<file path="src/verilog/mcd_pkg.sv">
// constants and types for the motion command decoder
package mcd_pkg;
  typedef logic [31:0] mcd_word_t;
  typedef logic [15:0] mcd_half_t;
  typedef logic [7:0] mcd_code_t;
  // parameter write codes
  localparam mcd_code_t CODE_JERK = 8'h00;
  localparam mcd_code_t CODE_DJR = 8'h01;
  localparam mcd_code_t CODE_ACCEL = 8'h02;
  localparam mcd_code_t CODE_DECEL = 8'h03;
  localparam mcd_code_t CODE_ISPD = 8'h04;
  localparam mcd_code_t CODE_DSPD = 8'h05;
  localparam mcd_code_t CODE_TGT = 8'h06;
  localparam mcd_code_t CODE_DPT = 8'h07;
  localparam mcd_code_t CODE_CPOS = 8'h09;
  localparam mcd_code_t CODE_EPOS = 8'h0a;
  localparam mcd_code_t CODE_SLP = 8'h0b;
  localparam mcd_code_t CODE_SLN = 8'h0c;
  localparam mcd_code_t CODE_CMAX = 8'h0e;
  localparam mcd_code_t CODE_EMAX = 8'h0f;
  localparam mcd_code_t CODE_CMP0 = 8'h10;
  localparam mcd_code_t CODE_HSPD = 8'h14;
  localparam mcd_code_t CODE_STEP = 8'h15;
  localparam mcd_code_t CODE_TMR = 8'h16;
  localparam mcd_code_t CODE_SPLW = 8'h17;
  localparam mcd_code_t CODE_SPLC = 8'h18;
  // mode write codes, ten in a row
  localparam mcd_code_t CODE_MODE0 = 8'h20;
  localparam int MODE_NUM = 10;
  // read codes
  localparam mcd_code_t RD_CPOS = 8'h30;
  localparam mcd_code_t RD_EPOS = 8'h31;
  localparam mcd_code_t RD_SPEED = 8'h32;
  localparam mcd_code_t RD_CMP0 = 8'h34;
  localparam mcd_code_t RD_TIMER = 8'h38;
  localparam mcd_code_t RD_WR1 = 8'h3d;
  localparam mcd_code_t RD_WR2 = 8'h3e;
  localparam mcd_code_t RD_WR3 = 8'h3f;
  localparam mcd_code_t RD_MODE0 = 8'h40;
  localparam mcd_code_t RD_MODE1 = 8'h41;
  localparam mcd_code_t RD_MODE2 = 8'h42;
  localparam mcd_code_t RD_ACCEL = 8'h43;
  localparam mcd_code_t RD_ISPD = 8'h44;
  localparam mcd_code_t RD_DSPD = 8'h45;
  localparam mcd_code_t RD_TGT = 8'h46;
  localparam mcd_code_t RD_SPLW = 8'h47;
  // drive codes
  localparam mcd_code_t DRV_REL = 8'h50;
  localparam mcd_code_t DRV_ABS = 8'h54;
  localparam mcd_code_t DRV_DSTOP = 8'h56;
  localparam mcd_code_t DRV_ISTOP = 8'h57;
  localparam mcd_code_t DRV_DIRP = 8'h58;
  localparam mcd_code_t DRV_DIRN = 8'h59;
  localparam mcd_code_t DRV_HOME = 8'h5a;
  // value ranges
  localparam mcd_word_t RATE_MAX = 32'h3fff_ffff;
  localparam mcd_word_t ACCEL_MAX = 32'h1fff_ffff;
  localparam mcd_word_t SPEED_MAX = 32'h007a_1200;
  localparam mcd_word_t TGT_MAX = 32'h7fff_fffe;
  localparam mcd_word_t TGT_MIN = 32'h8000_0002;
  localparam mcd_word_t DPT_MAX = 32'hffff_fffc;
  localparam mcd_word_t SINT_MAX = 32'h7fff_ffff;
  localparam mcd_word_t SINT_MIN = 32'h8000_0000;
  localparam mcd_word_t CNT_MAX_ALT = 32'hffff_ffff;
  localparam mcd_word_t STEP_MAX = 32'h000f_4240;
  localparam mcd_word_t HALF_MAX = 32'h0000_ffff;
  localparam mcd_half_t SPL_LEN_MIN = 16'h0002;
  localparam mcd_half_t SPL_WID_MIN = 16'h0001;
  localparam mcd_half_t SPL_WID_MAX = 16'hfffe;
  localparam int SPL_LEN_POS = 16;
  // values after reset
  localparam mcd_word_t PARAM_RST = 32'h0000_0000;
  localparam mcd_half_t MODE_RST = 16'h0000;
  localparam logic [2:0] KIND_RST = 3'h0;
endpackage : mcd_pkg
</file>
<file path="src/verilog/mcd_decoder.sv">
// command decoder for a single-axis pulse-train motion controller
`timescale 1ns/1ps
// Behaviour
// - codes 00h/01 load jerk and decel-increase rate, 1..1,073,741,823
// - codes 02/03 load accel and decel, 1..536,870,911; read 43 returns accel
// - codes 04/05 load initial and drive speed, 1..8,000,000; reads 44/45
// - code 06 loads signed target, +/-2,147,483,646; read 46 returns it
// - code 07 loads manual decel point, 0..4,294,967,292
// - code 09 overwrites commanded position counter; read 30h returns it
// - code 0A overwrites encoder position counter; read 31 returns it
// - codes 0B/0C load positive and negative soft limits, signed
// - code 0E loads commanded counter max, 1..7FFF_FFFFh or FFFF_FFFFh
// - code 0F loads encoder counter max, same accepted range
// - codes 10..13 load four compare registers; reads 34..37 return them
// - code 14 loads home detect speed, 1..8,000,000
// - code 15 loads speed step, 1..1,000,000
// - code 17 loads split length 2..65,535 and width 1..65,534; read 47
// - code 18 loads split pulse count 0..65,535
// - read 32 returns present output speed
// - code 16 loads timer 1..2,147,483,647; read 38 returns timer count
// - reads 3D/3E/3F return write registers one, two, three
// - reads 40/41/42 return compare mode and two pin config words
// - codes 20h..29 load the ten 2-byte mode words in order
// - codes 50h..54 start relative, reverse, +cont, -cont, absolute moves
// - 56 decel stop, 57 instant stop, 58/59 direction, 5A home search
module mcd_decoder (
  input wire logic mclk_i,
  input wire logic resetn_i,
  input wire logic cmd_wr_i,
  input wire mcd_pkg::mcd_code_t cmd_code_i,
  input wire mcd_pkg::mcd_word_t wdata_i,
  input wire mcd_pkg::mcd_word_t present_speed_i,
  input wire mcd_pkg::mcd_word_t present_timer_count_i,
  input wire mcd_pkg::mcd_half_t write_register_one_i,
  input wire mcd_pkg::mcd_half_t write_register_two_i,
  input wire mcd_pkg::mcd_half_t write_register_three_i,
  input wire logic cmd_pos_up_i,
  input wire logic cmd_pos_dn_i,
  input wire logic enc_pos_up_i,
  input wire logic enc_pos_dn_i,
  input wire logic motion_done_i,
  output mcd_pkg::mcd_word_t jerk_value_o,
  output mcd_pkg::mcd_word_t decel_increase_rate_o,
  output mcd_pkg::mcd_word_t accel_value_o,
  output mcd_pkg::mcd_word_t decel_value_o,
  output mcd_pkg::mcd_word_t initial_speed_o,
  output mcd_pkg::mcd_word_t drive_speed_o,
  output mcd_pkg::mcd_word_t pulse_count_target_o,
  output mcd_pkg::mcd_word_t manual_decel_point_o,
  output mcd_pkg::mcd_word_t commanded_position_counter_o,
  output mcd_pkg::mcd_word_t encoder_position_counter_o,
  output mcd_pkg::mcd_word_t soft_limit_positive_o,
  output mcd_pkg::mcd_word_t soft_limit_negative_o,
  output mcd_pkg::mcd_word_t commanded_position_max_o,
  output mcd_pkg::mcd_word_t encoder_position_max_o,
  output mcd_pkg::mcd_word_t compare_register_0_o,
  output mcd_pkg::mcd_word_t compare_register_1_o,
  output mcd_pkg::mcd_word_t compare_register_2_o,
  output mcd_pkg::mcd_word_t compare_register_3_o,
  output mcd_pkg::mcd_word_t home_detect_speed_o,
  output mcd_pkg::mcd_word_t speed_step_value_o,
  output mcd_pkg::mcd_word_t timer_load_value_o,
  output mcd_pkg::mcd_word_t split_length_and_width_o,
  output mcd_pkg::mcd_word_t split_pulse_count_o,
  output mcd_pkg::mcd_half_t compare_mode_word_o,
  output mcd_pkg::mcd_half_t pin_config_word_one_o,
  output mcd_pkg::mcd_half_t pin_config_word_two_o,
  output mcd_pkg::mcd_half_t home_search_config_one_o,
  output mcd_pkg::mcd_half_t home_search_config_two_o,
  output mcd_pkg::mcd_half_t input_filter_config_o,
  output mcd_pkg::mcd_half_t sync_action_config_0_o,
  output mcd_pkg::mcd_half_t sync_action_config_1_o,
  output mcd_pkg::mcd_half_t sync_action_config_2_o,
  output mcd_pkg::mcd_half_t sync_action_config_3_o,
  output mcd_pkg::mcd_word_t rdata_o,
  output logic rvalid_o,
  output logic range_error_o,
  output logic drive_start_o,
  output logic [2:0] drive_kind_o,
  output logic stop_decel_o,
  output logic stop_instant_o,
  output logic direction_o,
  output logic home_search_start_o,
  output logic motion_busy_o
);
  import mcd_pkg::*;

  logic [20:0] rej_w;
  logic [3:0] cmp_rej_w;
  mcd_word_t cmp_w [4];
  mcd_half_t mode_reg [MODE_NUM];
  mcd_word_t rd_next;
  logic rd_hit;
  logic spl_ok;
  logic is_start;

  function automatic logic ld(input mcd_code_t c);
    ld = cmd_wr_i && cmd_code_i == c;
  endfunction : ld

  // rate parameters
  mcd_param_reg #(.HI(RATE_MAX)) u_jerk (.mclk_i(mclk_i), .resetn_i(resetn_i),
    .load_i(ld(CODE_JERK)), .data_i(wdata_i), .value_o(jerk_value_o), .reject_o(rej_w[0]));
  mcd_param_reg #(.HI(RATE_MAX)) u_djr (.mclk_i(mclk_i), .resetn_i(resetn_i),
    .load_i(ld(CODE_DJR)), .data_i(wdata_i), .value_o(decel_increase_rate_o), .reject_o(rej_w[1]));
  mcd_param_reg #(.HI(ACCEL_MAX)) u_acc (.mclk_i(mclk_i), .resetn_i(resetn_i),
    .load_i(ld(CODE_ACCEL)), .data_i(wdata_i), .value_o(accel_value_o), .reject_o(rej_w[2]));
  mcd_param_reg #(.HI(ACCEL_MAX)) u_dec (.mclk_i(mclk_i), .resetn_i(resetn_i),
    .load_i(ld(CODE_DECEL)), .data_i(wdata_i), .value_o(decel_value_o), .reject_o(rej_w[3]));
  // speeds
  mcd_param_reg #(.HI(SPEED_MAX)) u_isp (.mclk_i(mclk_i), .resetn_i(resetn_i),
    .load_i(ld(CODE_ISPD)), .data_i(wdata_i), .value_o(initial_speed_o), .reject_o(rej_w[4]));
  mcd_param_reg #(.HI(SPEED_MAX)) u_dsp (.mclk_i(mclk_i), .resetn_i(resetn_i),
    .load_i(ld(CODE_DSPD)), .data_i(wdata_i), .value_o(drive_speed_o), .reject_o(rej_w[5]));
  // target and decel point
  mcd_param_reg #(.LO(TGT_MIN), .HI(TGT_MAX), .SGN(1'b1)) u_tgt (.mclk_i(mclk_i),
    .resetn_i(resetn_i), .load_i(ld(CODE_TGT)), .data_i(wdata_i),
    .value_o(pulse_count_target_o), .reject_o(rej_w[6]));
  mcd_param_reg #(.LO(PARAM_RST), .HI(DPT_MAX)) u_dpt (.mclk_i(mclk_i),
    .resetn_i(resetn_i), .load_i(ld(CODE_DPT)), .data_i(wdata_i),
    .value_o(manual_decel_point_o), .reject_o(rej_w[7]));
  // soft limits
  mcd_param_reg #(.LO(SINT_MIN), .HI(SINT_MAX), .SGN(1'b1)) u_slp (.mclk_i(mclk_i),
    .resetn_i(resetn_i), .load_i(ld(CODE_SLP)), .data_i(wdata_i),
    .value_o(soft_limit_positive_o), .reject_o(rej_w[8]));
  mcd_param_reg #(.LO(SINT_MIN), .HI(SINT_MAX), .SGN(1'b1)) u_sln (.mclk_i(mclk_i),
    .resetn_i(resetn_i), .load_i(ld(CODE_SLN)), .data_i(wdata_i),
    .value_o(soft_limit_negative_o), .reject_o(rej_w[9]));
  // counter maxima
  mcd_param_reg #(.HI(SINT_MAX), .ALT_EN(1'b1), .ALT(CNT_MAX_ALT)) u_cmax (.mclk_i(mclk_i),
    .resetn_i(resetn_i), .load_i(ld(CODE_CMAX)), .data_i(wdata_i),
    .value_o(commanded_position_max_o), .reject_o(rej_w[10]));
  mcd_param_reg #(.HI(SINT_MAX), .ALT_EN(1'b1), .ALT(CNT_MAX_ALT)) u_emax (.mclk_i(mclk_i),
    .resetn_i(resetn_i), .load_i(ld(CODE_EMAX)), .data_i(wdata_i),
    .value_o(encoder_position_max_o), .reject_o(rej_w[11]));
  // home speed, speed step, timer, split count
  mcd_param_reg #(.HI(SPEED_MAX)) u_hsp (.mclk_i(mclk_i), .resetn_i(resetn_i),
    .load_i(ld(CODE_HSPD)), .data_i(wdata_i), .value_o(home_detect_speed_o), .reject_o(rej_w[12]));
  mcd_param_reg #(.HI(STEP_MAX)) u_stp (.mclk_i(mclk_i), .resetn_i(resetn_i),
    .load_i(ld(CODE_STEP)), .data_i(wdata_i), .value_o(speed_step_value_o), .reject_o(rej_w[13]));
  mcd_param_reg #(.HI(SINT_MAX)) u_tmr (.mclk_i(mclk_i), .resetn_i(resetn_i),
    .load_i(ld(CODE_TMR)), .data_i(wdata_i), .value_o(timer_load_value_o), .reject_o(rej_w[14]));
  mcd_param_reg #(.LO(PARAM_RST), .HI(HALF_MAX)) u_spc (.mclk_i(mclk_i),
    .resetn_i(resetn_i), .load_i(ld(CODE_SPLC)), .data_i(wdata_i),
    .value_o(split_pulse_count_o), .reject_o(rej_w[15]));

  // compare registers
  for (genvar i = 0; i < 4; i++) begin : g_cmp
    mcd_param_reg #(.LO(SINT_MIN), .HI(SINT_MAX), .SGN(1'b1)) u_cmp (.mclk_i(mclk_i),
      .resetn_i(resetn_i), .load_i(ld(CODE_CMP0 + 8'(i))), .data_i(wdata_i),
      .value_o(cmp_w[i]), .reject_o(cmp_rej_w[i]));
  end
  assign compare_register_0_o = cmp_w[0];
  assign compare_register_1_o = cmp_w[1];
  assign compare_register_2_o = cmp_w[2];
  assign compare_register_3_o = cmp_w[3];
  assign rej_w[19:16] = cmp_rej_w;

  // split length (upper half) and width (lower half)
  assign spl_ok = wdata_i[31:SPL_LEN_POS] >= SPL_LEN_MIN && wdata_i[15:0] >= SPL_WID_MIN
    && wdata_i[15:0] <= SPL_WID_MAX;
  assign rej_w[20] = ld(CODE_SPLW) && !spl_ok;
  always_ff @(posedge mclk_i or negedge resetn_i) begin
    if (!resetn_i) begin
      split_length_and_width_o <= PARAM_RST;
    end else if (ld(CODE_SPLW) && spl_ok) begin
      split_length_and_width_o <= wdata_i;
    end
  end

  // mode words
  always_ff @(posedge mclk_i or negedge resetn_i) begin
    if (!resetn_i) begin
      for (int k = 0; k < MODE_NUM; k++) begin
        mode_reg[k] <= MODE_RST;
      end
    end else begin
      for (int k = 0; k < MODE_NUM; k++) begin
        if (ld(CODE_MODE0 + 8'(k))) begin
          mode_reg[k] <= wdata_i[15:0];
        end
      end
    end
  end
  assign compare_mode_word_o = mode_reg[0];
  assign pin_config_word_one_o = mode_reg[1];
  assign pin_config_word_two_o = mode_reg[2];
  assign home_search_config_one_o = mode_reg[3];
  assign home_search_config_two_o = mode_reg[4];
  assign input_filter_config_o = mode_reg[5];
  assign sync_action_config_0_o = mode_reg[6];
  assign sync_action_config_1_o = mode_reg[7];
  assign sync_action_config_2_o = mode_reg[8];
  assign sync_action_config_3_o = mode_reg[9];

  // position counters, load wins over counting
  always_ff @(posedge mclk_i or negedge resetn_i) begin
    if (!resetn_i) begin
      commanded_position_counter_o <= PARAM_RST;
    end else if (ld(CODE_CPOS)) begin
      commanded_position_counter_o <= wdata_i;
    end else if (cmd_pos_up_i && !cmd_pos_dn_i) begin
      commanded_position_counter_o <= commanded_position_counter_o + 32'h0000_0001;
    end else if (cmd_pos_dn_i && !cmd_pos_up_i) begin
      commanded_position_counter_o <= commanded_position_counter_o - 32'h0000_0001;
    end
  end
  always_ff @(posedge mclk_i or negedge resetn_i) begin
    if (!resetn_i) begin
      encoder_position_counter_o <= PARAM_RST;
    end else if (ld(CODE_EPOS)) begin
      encoder_position_counter_o <= wdata_i;
    end else if (enc_pos_up_i && !enc_pos_dn_i) begin
      encoder_position_counter_o <= encoder_position_counter_o + 32'h0000_0001;
    end else if (enc_pos_dn_i && !enc_pos_up_i) begin
      encoder_position_counter_o <= encoder_position_counter_o - 32'h0000_0001;
    end
  end

  // read data selection
  always_comb begin
    rd_hit = 1'b1;
    rd_next = PARAM_RST;
    case (cmd_code_i)
      RD_CPOS: rd_next = commanded_position_counter_o;
      RD_EPOS: rd_next = encoder_position_counter_o;
      RD_SPEED: rd_next = present_speed_i;
      RD_CMP0: rd_next = cmp_w[0];
      RD_CMP0 + 8'h01: rd_next = cmp_w[1];
      RD_CMP0 + 8'h02: rd_next = cmp_w[2];
      RD_CMP0 + 8'h03: rd_next = cmp_w[3];
      RD_TIMER: rd_next = present_timer_count_i;
      RD_WR1: rd_next = {16'h0000, write_register_one_i};
      RD_WR2: rd_next = {16'h0000, write_register_two_i};
      RD_WR3: rd_next = {16'h0000, write_register_three_i};
      RD_MODE0: rd_next = {16'h0000, mode_reg[0]};
      RD_MODE1: rd_next = {16'h0000, mode_reg[1]};
      RD_MODE2: rd_next = {16'h0000, mode_reg[2]};
      RD_ACCEL: rd_next = accel_value_o;
      RD_ISPD: rd_next = initial_speed_o;
      RD_DSPD: rd_next = drive_speed_o;
      RD_TGT: rd_next = pulse_count_target_o;
      RD_SPLW: rd_next = split_length_and_width_o;
      default: rd_hit = 1'b0;
    endcase
  end
  always_ff @(posedge mclk_i or negedge resetn_i) begin
    if (!resetn_i) begin
      rdata_o <= PARAM_RST;
      rvalid_o <= 1'b0;
    end else begin
      rvalid_o <= cmd_wr_i && rd_hit;
      if (cmd_wr_i && rd_hit) begin
        rdata_o <= rd_next;
      end
    end
  end

  // out-of-range write flag, one cycle
  always_ff @(posedge mclk_i or negedge resetn_i) begin
    if (!resetn_i) begin
      range_error_o <= 1'b0;
    end else begin
      range_error_o <= |rej_w;
    end
  end

  // drive commands
  assign is_start = cmd_wr_i && cmd_code_i >= DRV_REL && cmd_code_i <= DRV_ABS;
  always_ff @(posedge mclk_i or negedge resetn_i) begin
    if (!resetn_i) begin
      drive_start_o <= 1'b0;
      drive_kind_o <= KIND_RST;
      stop_decel_o <= 1'b0;
      stop_instant_o <= 1'b0;
      home_search_start_o <= 1'b0;
    end else begin
      drive_start_o <= is_start;
      if (is_start) begin
        drive_kind_o <= 3'(cmd_code_i - DRV_REL);
      end
      stop_decel_o <= ld(DRV_DSTOP);
      stop_instant_o <= ld(DRV_ISTOP);
      home_search_start_o <= ld(DRV_HOME);
    end
  end
  always_ff @(posedge mclk_i or negedge resetn_i) begin
    if (!resetn_i) begin
      direction_o <= 1'b1;
    end else if (ld(DRV_DIRP)) begin
      direction_o <= 1'b1;
    end else if (ld(DRV_DIRN)) begin
      direction_o <= 1'b0;
    end
  end
  // motion state; only defined codes and motion_done_i touch it
  always_ff @(posedge mclk_i or negedge resetn_i) begin
    if (!resetn_i) begin
      motion_busy_o <= 1'b0;
    end else if (is_start || ld(DRV_HOME)) begin
      motion_busy_o <= 1'b1;
    end else if (ld(DRV_DSTOP) || ld(DRV_ISTOP) || motion_done_i) begin
      motion_busy_o <= 1'b0;
    end
  end
endmodule : mcd_decoder

</file>
<file path="src/verilog/mcd_param_reg.sv">
// range-checked parameter register
`timescale 1ns/1ps
module mcd_param_reg #(
  parameter mcd_pkg::mcd_word_t LO = 32'h0000_0001,
  parameter mcd_pkg::mcd_word_t HI = 32'hffff_ffff,
  parameter bit SGN = 1'b0,
  parameter bit ALT_EN = 1'b0,
  parameter mcd_pkg::mcd_word_t ALT = 32'h0000_0000
) (
  input wire logic mclk_i,
  input wire logic resetn_i,
  input wire logic load_i,
  input wire mcd_pkg::mcd_word_t data_i,
  output mcd_pkg::mcd_word_t value_o,
  output logic reject_o
);
  import mcd_pkg::*;
  logic ok_w;
  always_comb begin
    if (SGN) begin
      ok_w = ($signed(data_i) >= $signed(LO)) && ($signed(data_i) <= $signed(HI));
    end else begin
      ok_w = (data_i >= LO) && (data_i <= HI);
    end
    if (ALT_EN && data_i == ALT) begin
      ok_w = 1'b1;
    end
  end
  assign reject_o = load_i && !ok_w;
  // out-of-range writes leave the value alone
  always_ff @(posedge mclk_i or negedge resetn_i) begin
    if (!resetn_i) begin
      value_o <= PARAM_RST;
    end else if (load_i && ok_w) begin
      value_o <= data_i;
    end
  end
endmodule : mcd_param_reg

</file>
<file path="config.mk">
export PLATFORM = sky130hd
export DESIGN_NAME = mcd_decoder
export DESIGN_NICKNAME = d
export VERILOG_FILES = /design/src/verilog/mcd_pkg.sv /design/src/verilog/mcd_decoder.sv /design/src/verilog/mcd_param_reg.sv
export SDC_FILE = /design/constraint.sdc
export NUM_CORES = 1
export LEC_CHECK = 0
export BUFFER_PORTS_ARGS = -buffer_cell sky130_fd_sc_hd__buf_4
export CAP_MARGIN = 20
export CORE_AREA = 2 2 424 426
export DETAILED_ROUTE_END_ITERATION = 7
export DIE_AREA = 0 0 426 428
export GPL_TIMING_DRIVEN = 0
export PLACE_DENSITY = 0.49
export SLEW_MARGIN = 30
export SYNTH_ARGS = -nofsm -noshare
export SYNTH_HDL_FRONTEND = slang
export SYNTH_SLANG_ARGS = --single-unit
</file>
<file path="constraint.sdc">
create_clock -name mclk_i -period 4.1 [get_ports mclk_i]
set_input_delay 1.025 -clock mclk_i [delete_from_list [all_inputs] [get_ports mclk_i]]
set_output_delay 1.025 -clock mclk_i [all_outputs]
set_load 0.05 [all_outputs]
</file>
==> out/qor.yml <==
status:
  outcome: "complete, but fails checks"
  violations: "setup timing"
critical_path:
  crit_path_end_kind: "register"
  crit_top_cell: "buf_4"
  crit_type: "in -> reg"
  arrival_ns: 4.69
  cp_max_fo: 10
  slowest_stage: "nand4_1"
  crit_chain: "buf_4 > or4b_1 > nor2_4 > buf_2 > buf_4 > a221oi_1 > nand4_1 > and4b_1 > o21ai_0"
  startpoint_type: "input pin"
  cp.depth: 9
  ff2ff_path_depth: 12
  startpoint: "cmd_code_i[6]"
  crit_family: "simple AND/OR/NAND/NOR gates"
  max_stage_delay_ns: 0.74
  required_ns: 4.69
  critPathBufInv: 3
  worst_r2r_startpoint: "commanded_position_counter_o[7]$_DFFE_PN0P_"
power:
  cellPowerDensity_nw_per_um2: 505
  power_frac_clock_pct: 35.6
  power.leakage_uw: 0.0290
  swShare_pct: 36.5
  power_uw: 29100
  power.net_switching_uw: 10600
  irDropWorstVdd_mv: 0.364
  p_int_uw: 18500
  power_frac_comb_pct: 27.1
  seqPwrFrac_pct: 37.3
clock_network:
  ctsHoldBuffers: 0
  path_clk_slew_ns: 0.06
  clkSinkCount: 939
  postCtsSetupRepairBufs: 0
  cts_buffers: 111
  htree_levels: 3
  clock_latency_ns: 0.78
  cts_tree: "yes"
  clockBufferDepth: 3
  cts_root_buf: "clkbuf_16"
global_route:
  grt_pass1_vias: 33700
  grt_pass1_wl_um: 333000
  overflow: 0
  antenna_found_initial: 51
  grt_max_degree: 123
  grt_use_total_pct: 27.3
routing:
  vias: 34300
  first_pass_iters: 8
  wl_per_cell_um: 37.0
  wirelength_um: 256000
  drc: 0
  vias_per_cell: 4.96
  antenna_left: 0
  drt_iter0_markers: 2876
timing:
  setup_violations: 1
  fin_setup_tns_ns: -0.00405
  max_slew_margin_pct: 29.1
  worst_pin_slew_ns: 1.06
  fin_hold_ws_ns: 0.210
  hold_viol: 0
  fin_crit_sh_pct: 100
  finalWorstSetupSlack_ns: -0.00405
  rsz0062_at_grt: "no"
  min_period_ns: 4.10
  skew_ns: 0.0395
  finalMaxSlewViolations: 0
  fmax_mhz: 244
cells_and_area:
  syn_to_final_growth_pct: 38.9
  largest_register_ffs: 128
  largest-register: "g_cmp.u_cmp.value_o"
  layout-drive-gt1-share_pct: 49.2
  fin_nets: 4676
  fin_area_sq_um: 57700
floorplanning:
  die_h_um: 428
  ios: 1099
  die_area_sq_um: 182000
  fp.dieW_um: 426
  start_util_pct: 23.4
  fp-row-count: 155
  core-area_sq_um: 178000
run:
  drv_cap: 0
logic_synthesis:
  synthMuxAreaShare_pct: 21.0
  syn-num-nets: 3430
  yosysMostFrequentCell: "dfrtp_1"
  ys_ff_latch: 939
  synth_top_family_by_area: "multiplexers"
  synth_area_leaders: "dfrtp_1 57%, mux2_2 20%, ha_1 1.8%"
  synth_async_sr_flop_share_pct: 100
  synth.top_cell.area_share_pct: 56.5
  netlist_area_sq_um: 41500
  yosys.area_share.simple_pct: 6.84
  synth_compound_area_share_pct: 9.41
  synth-main-ff-cell: "dfrtp_1"
  yosysWarnings: 0
  synth-xor-area-share_pct: 1.27
  ys_types: 81
  synth.largest_area_cell: "dfrtp_1"
  synth-adder-area-share_pct: 1.90
  synthTopCellsByCount: "938 x dfrtp_1, 719 x mux2_2, 179 x nand2_1"
  ys_seq_area_share_pct: 56.6
  post_synth.cell_area_avg_sq_um: 12.9
  synth-edff-count: 0
  synthCells: 3208
worst_hold_path:
  min_path_type: "in -> async"
placed_design:
  numPortBuffers: 1088
  placed_cell_area_sq_um: 53700
  gp_congestion: 0.931
  dp_hpwl_um: 204000
==> power by group through the flow <==
stage,Sequential [uW],Combinational (uW),Clock (uW)
global placement,11000,7740,0
CTS,10800,7840,10600
global route,10900,8400,10900
finish,10900,7870,10400
detailed placement,11000,7810,0
floorplan,12500,3160,0
==> path summary, 6_finish.rpt <==
kind | endpoint | slack [ns]
max reg2reg | commanded_position_counter_o[31]$_DFFE_PN0P_ | 0.61
min in group mclk_i | rdata_o[16]$_DFFE_PN0P_ | 0.47
max in group asynchronous | u_emax.value_o[30]$_DFFE_PN0P_ | 1.93
min reg2reg | rdata_o[16]$_DFFE_PN0P_ | 0.47
min | u_hsp.value_o[8]$_DFFE_PN0P_ | 0.21
max | rdata_o[13]$_DFFE_PN0P_ | -0.004
==> through the flow <==
stage | std cells | setup WS (ns) | util, %
2_1_floorplan | 3208 | 0.0401 | -
3_3_place_gp | 6651 | -10.18 | 29.6
3_5_place_dp | 6695 | -1.33 | 30.2
4_1_cts | 6893 | 0.0175 | 32.4
5_1_grt | 6905 | 0.0228 | 32.4
6_report | 6919 | -0.00405 | 32.5
==> cell type report <==
cell class                      count  area [sq um]
Tap cell                         2355          2950
Clock buffer                      162          3220
Antenna cell                       24          60.1
Timing Repair Buffer             1134          9060
Sequential cell                   939         23500
Fill cell                       18300        120000
Inverter                           11          41.3
Multi-Input combinational cell   2003         17000
Clock inverter                     37           523
Buffer                            254          1280
==> kinds of logic after synthesis <==
kind of cell,count (synthesis)
muxes,770
DFF,939
adders and majority gates,62
xor gates and xnor gates,60
buffers and inverters,267
AOI/OAI and AO/OA,547
and+or+nand+nor,563
==> worst reg2reg max path, cell delays in order (launching register included) <==
cell and delay [ns]:
dfrtp_1 0.48, ha_1 0.41, a21o_1 0.20, a21oi_1 0.24, a21boi_0 0.24, o211ai_1 0.35, nand3_1 0.20, a41oi_2 0.34
o311ai_0 0.20, a21oi_1 0.20, mux2i_1 0.26, xnor2_1 0.14, o21ai_0 0.08
==> metal layers <==
metal | wire (um) | GRT usage [%] | vias up | part of all wire [%]
met5 | 184 | 0 | - | 0.072
met4 | 10400 | 11.2 | 30 | 4.1
met3 | 15400 | 5.73 | 319 | 6.0
met2 | 130000 | 47.5 | 1389 | 51
met1 | 101000 | 32.6 | 18300 | 39
li1 | - | - | 14300 | -
==> cells in the final DEF, fill, tap and decap left out, types with 17 or more instances in the layout <==
cell / instances
clkbuf_16: 111
nor2_1: 112
clkbuf_2: 70
xor2_1: 22
clkbuf_8: 25
ha_1: 60
mux2_1: 34
a222oi_1: 62
clkbuf_1: 137
a21oi_1: 104
o21ai_0: 88
nor2b_1: 50
nand3_1: 25
a22oi_1: 80
and4b_1: 17
diode_2: 24
xnor2_1: 37
and3_1: 17
buf_2: 31
a22o_1: 44
buf_16: 24
nand2_1: 179
a21o_1: 31
a31oi_1: 28
buf_4: 1104
mux2_2: 719
dfrtp_1: 938
a221oi_1: 39
nand4_1: 29
buf_6: 21
and2_1: 32
==> what timing repair did <==
| item | 4_1_cts | 5_1_grt |
|---|---|---|
| endpoints found under the setup margin | 52 | 34 |
| cloned | 0 | 1 |
| pin swaps | 3 | 2 |
| gates resized for setup | 15 | 17 |
Power figures use the tool's default switching activity.
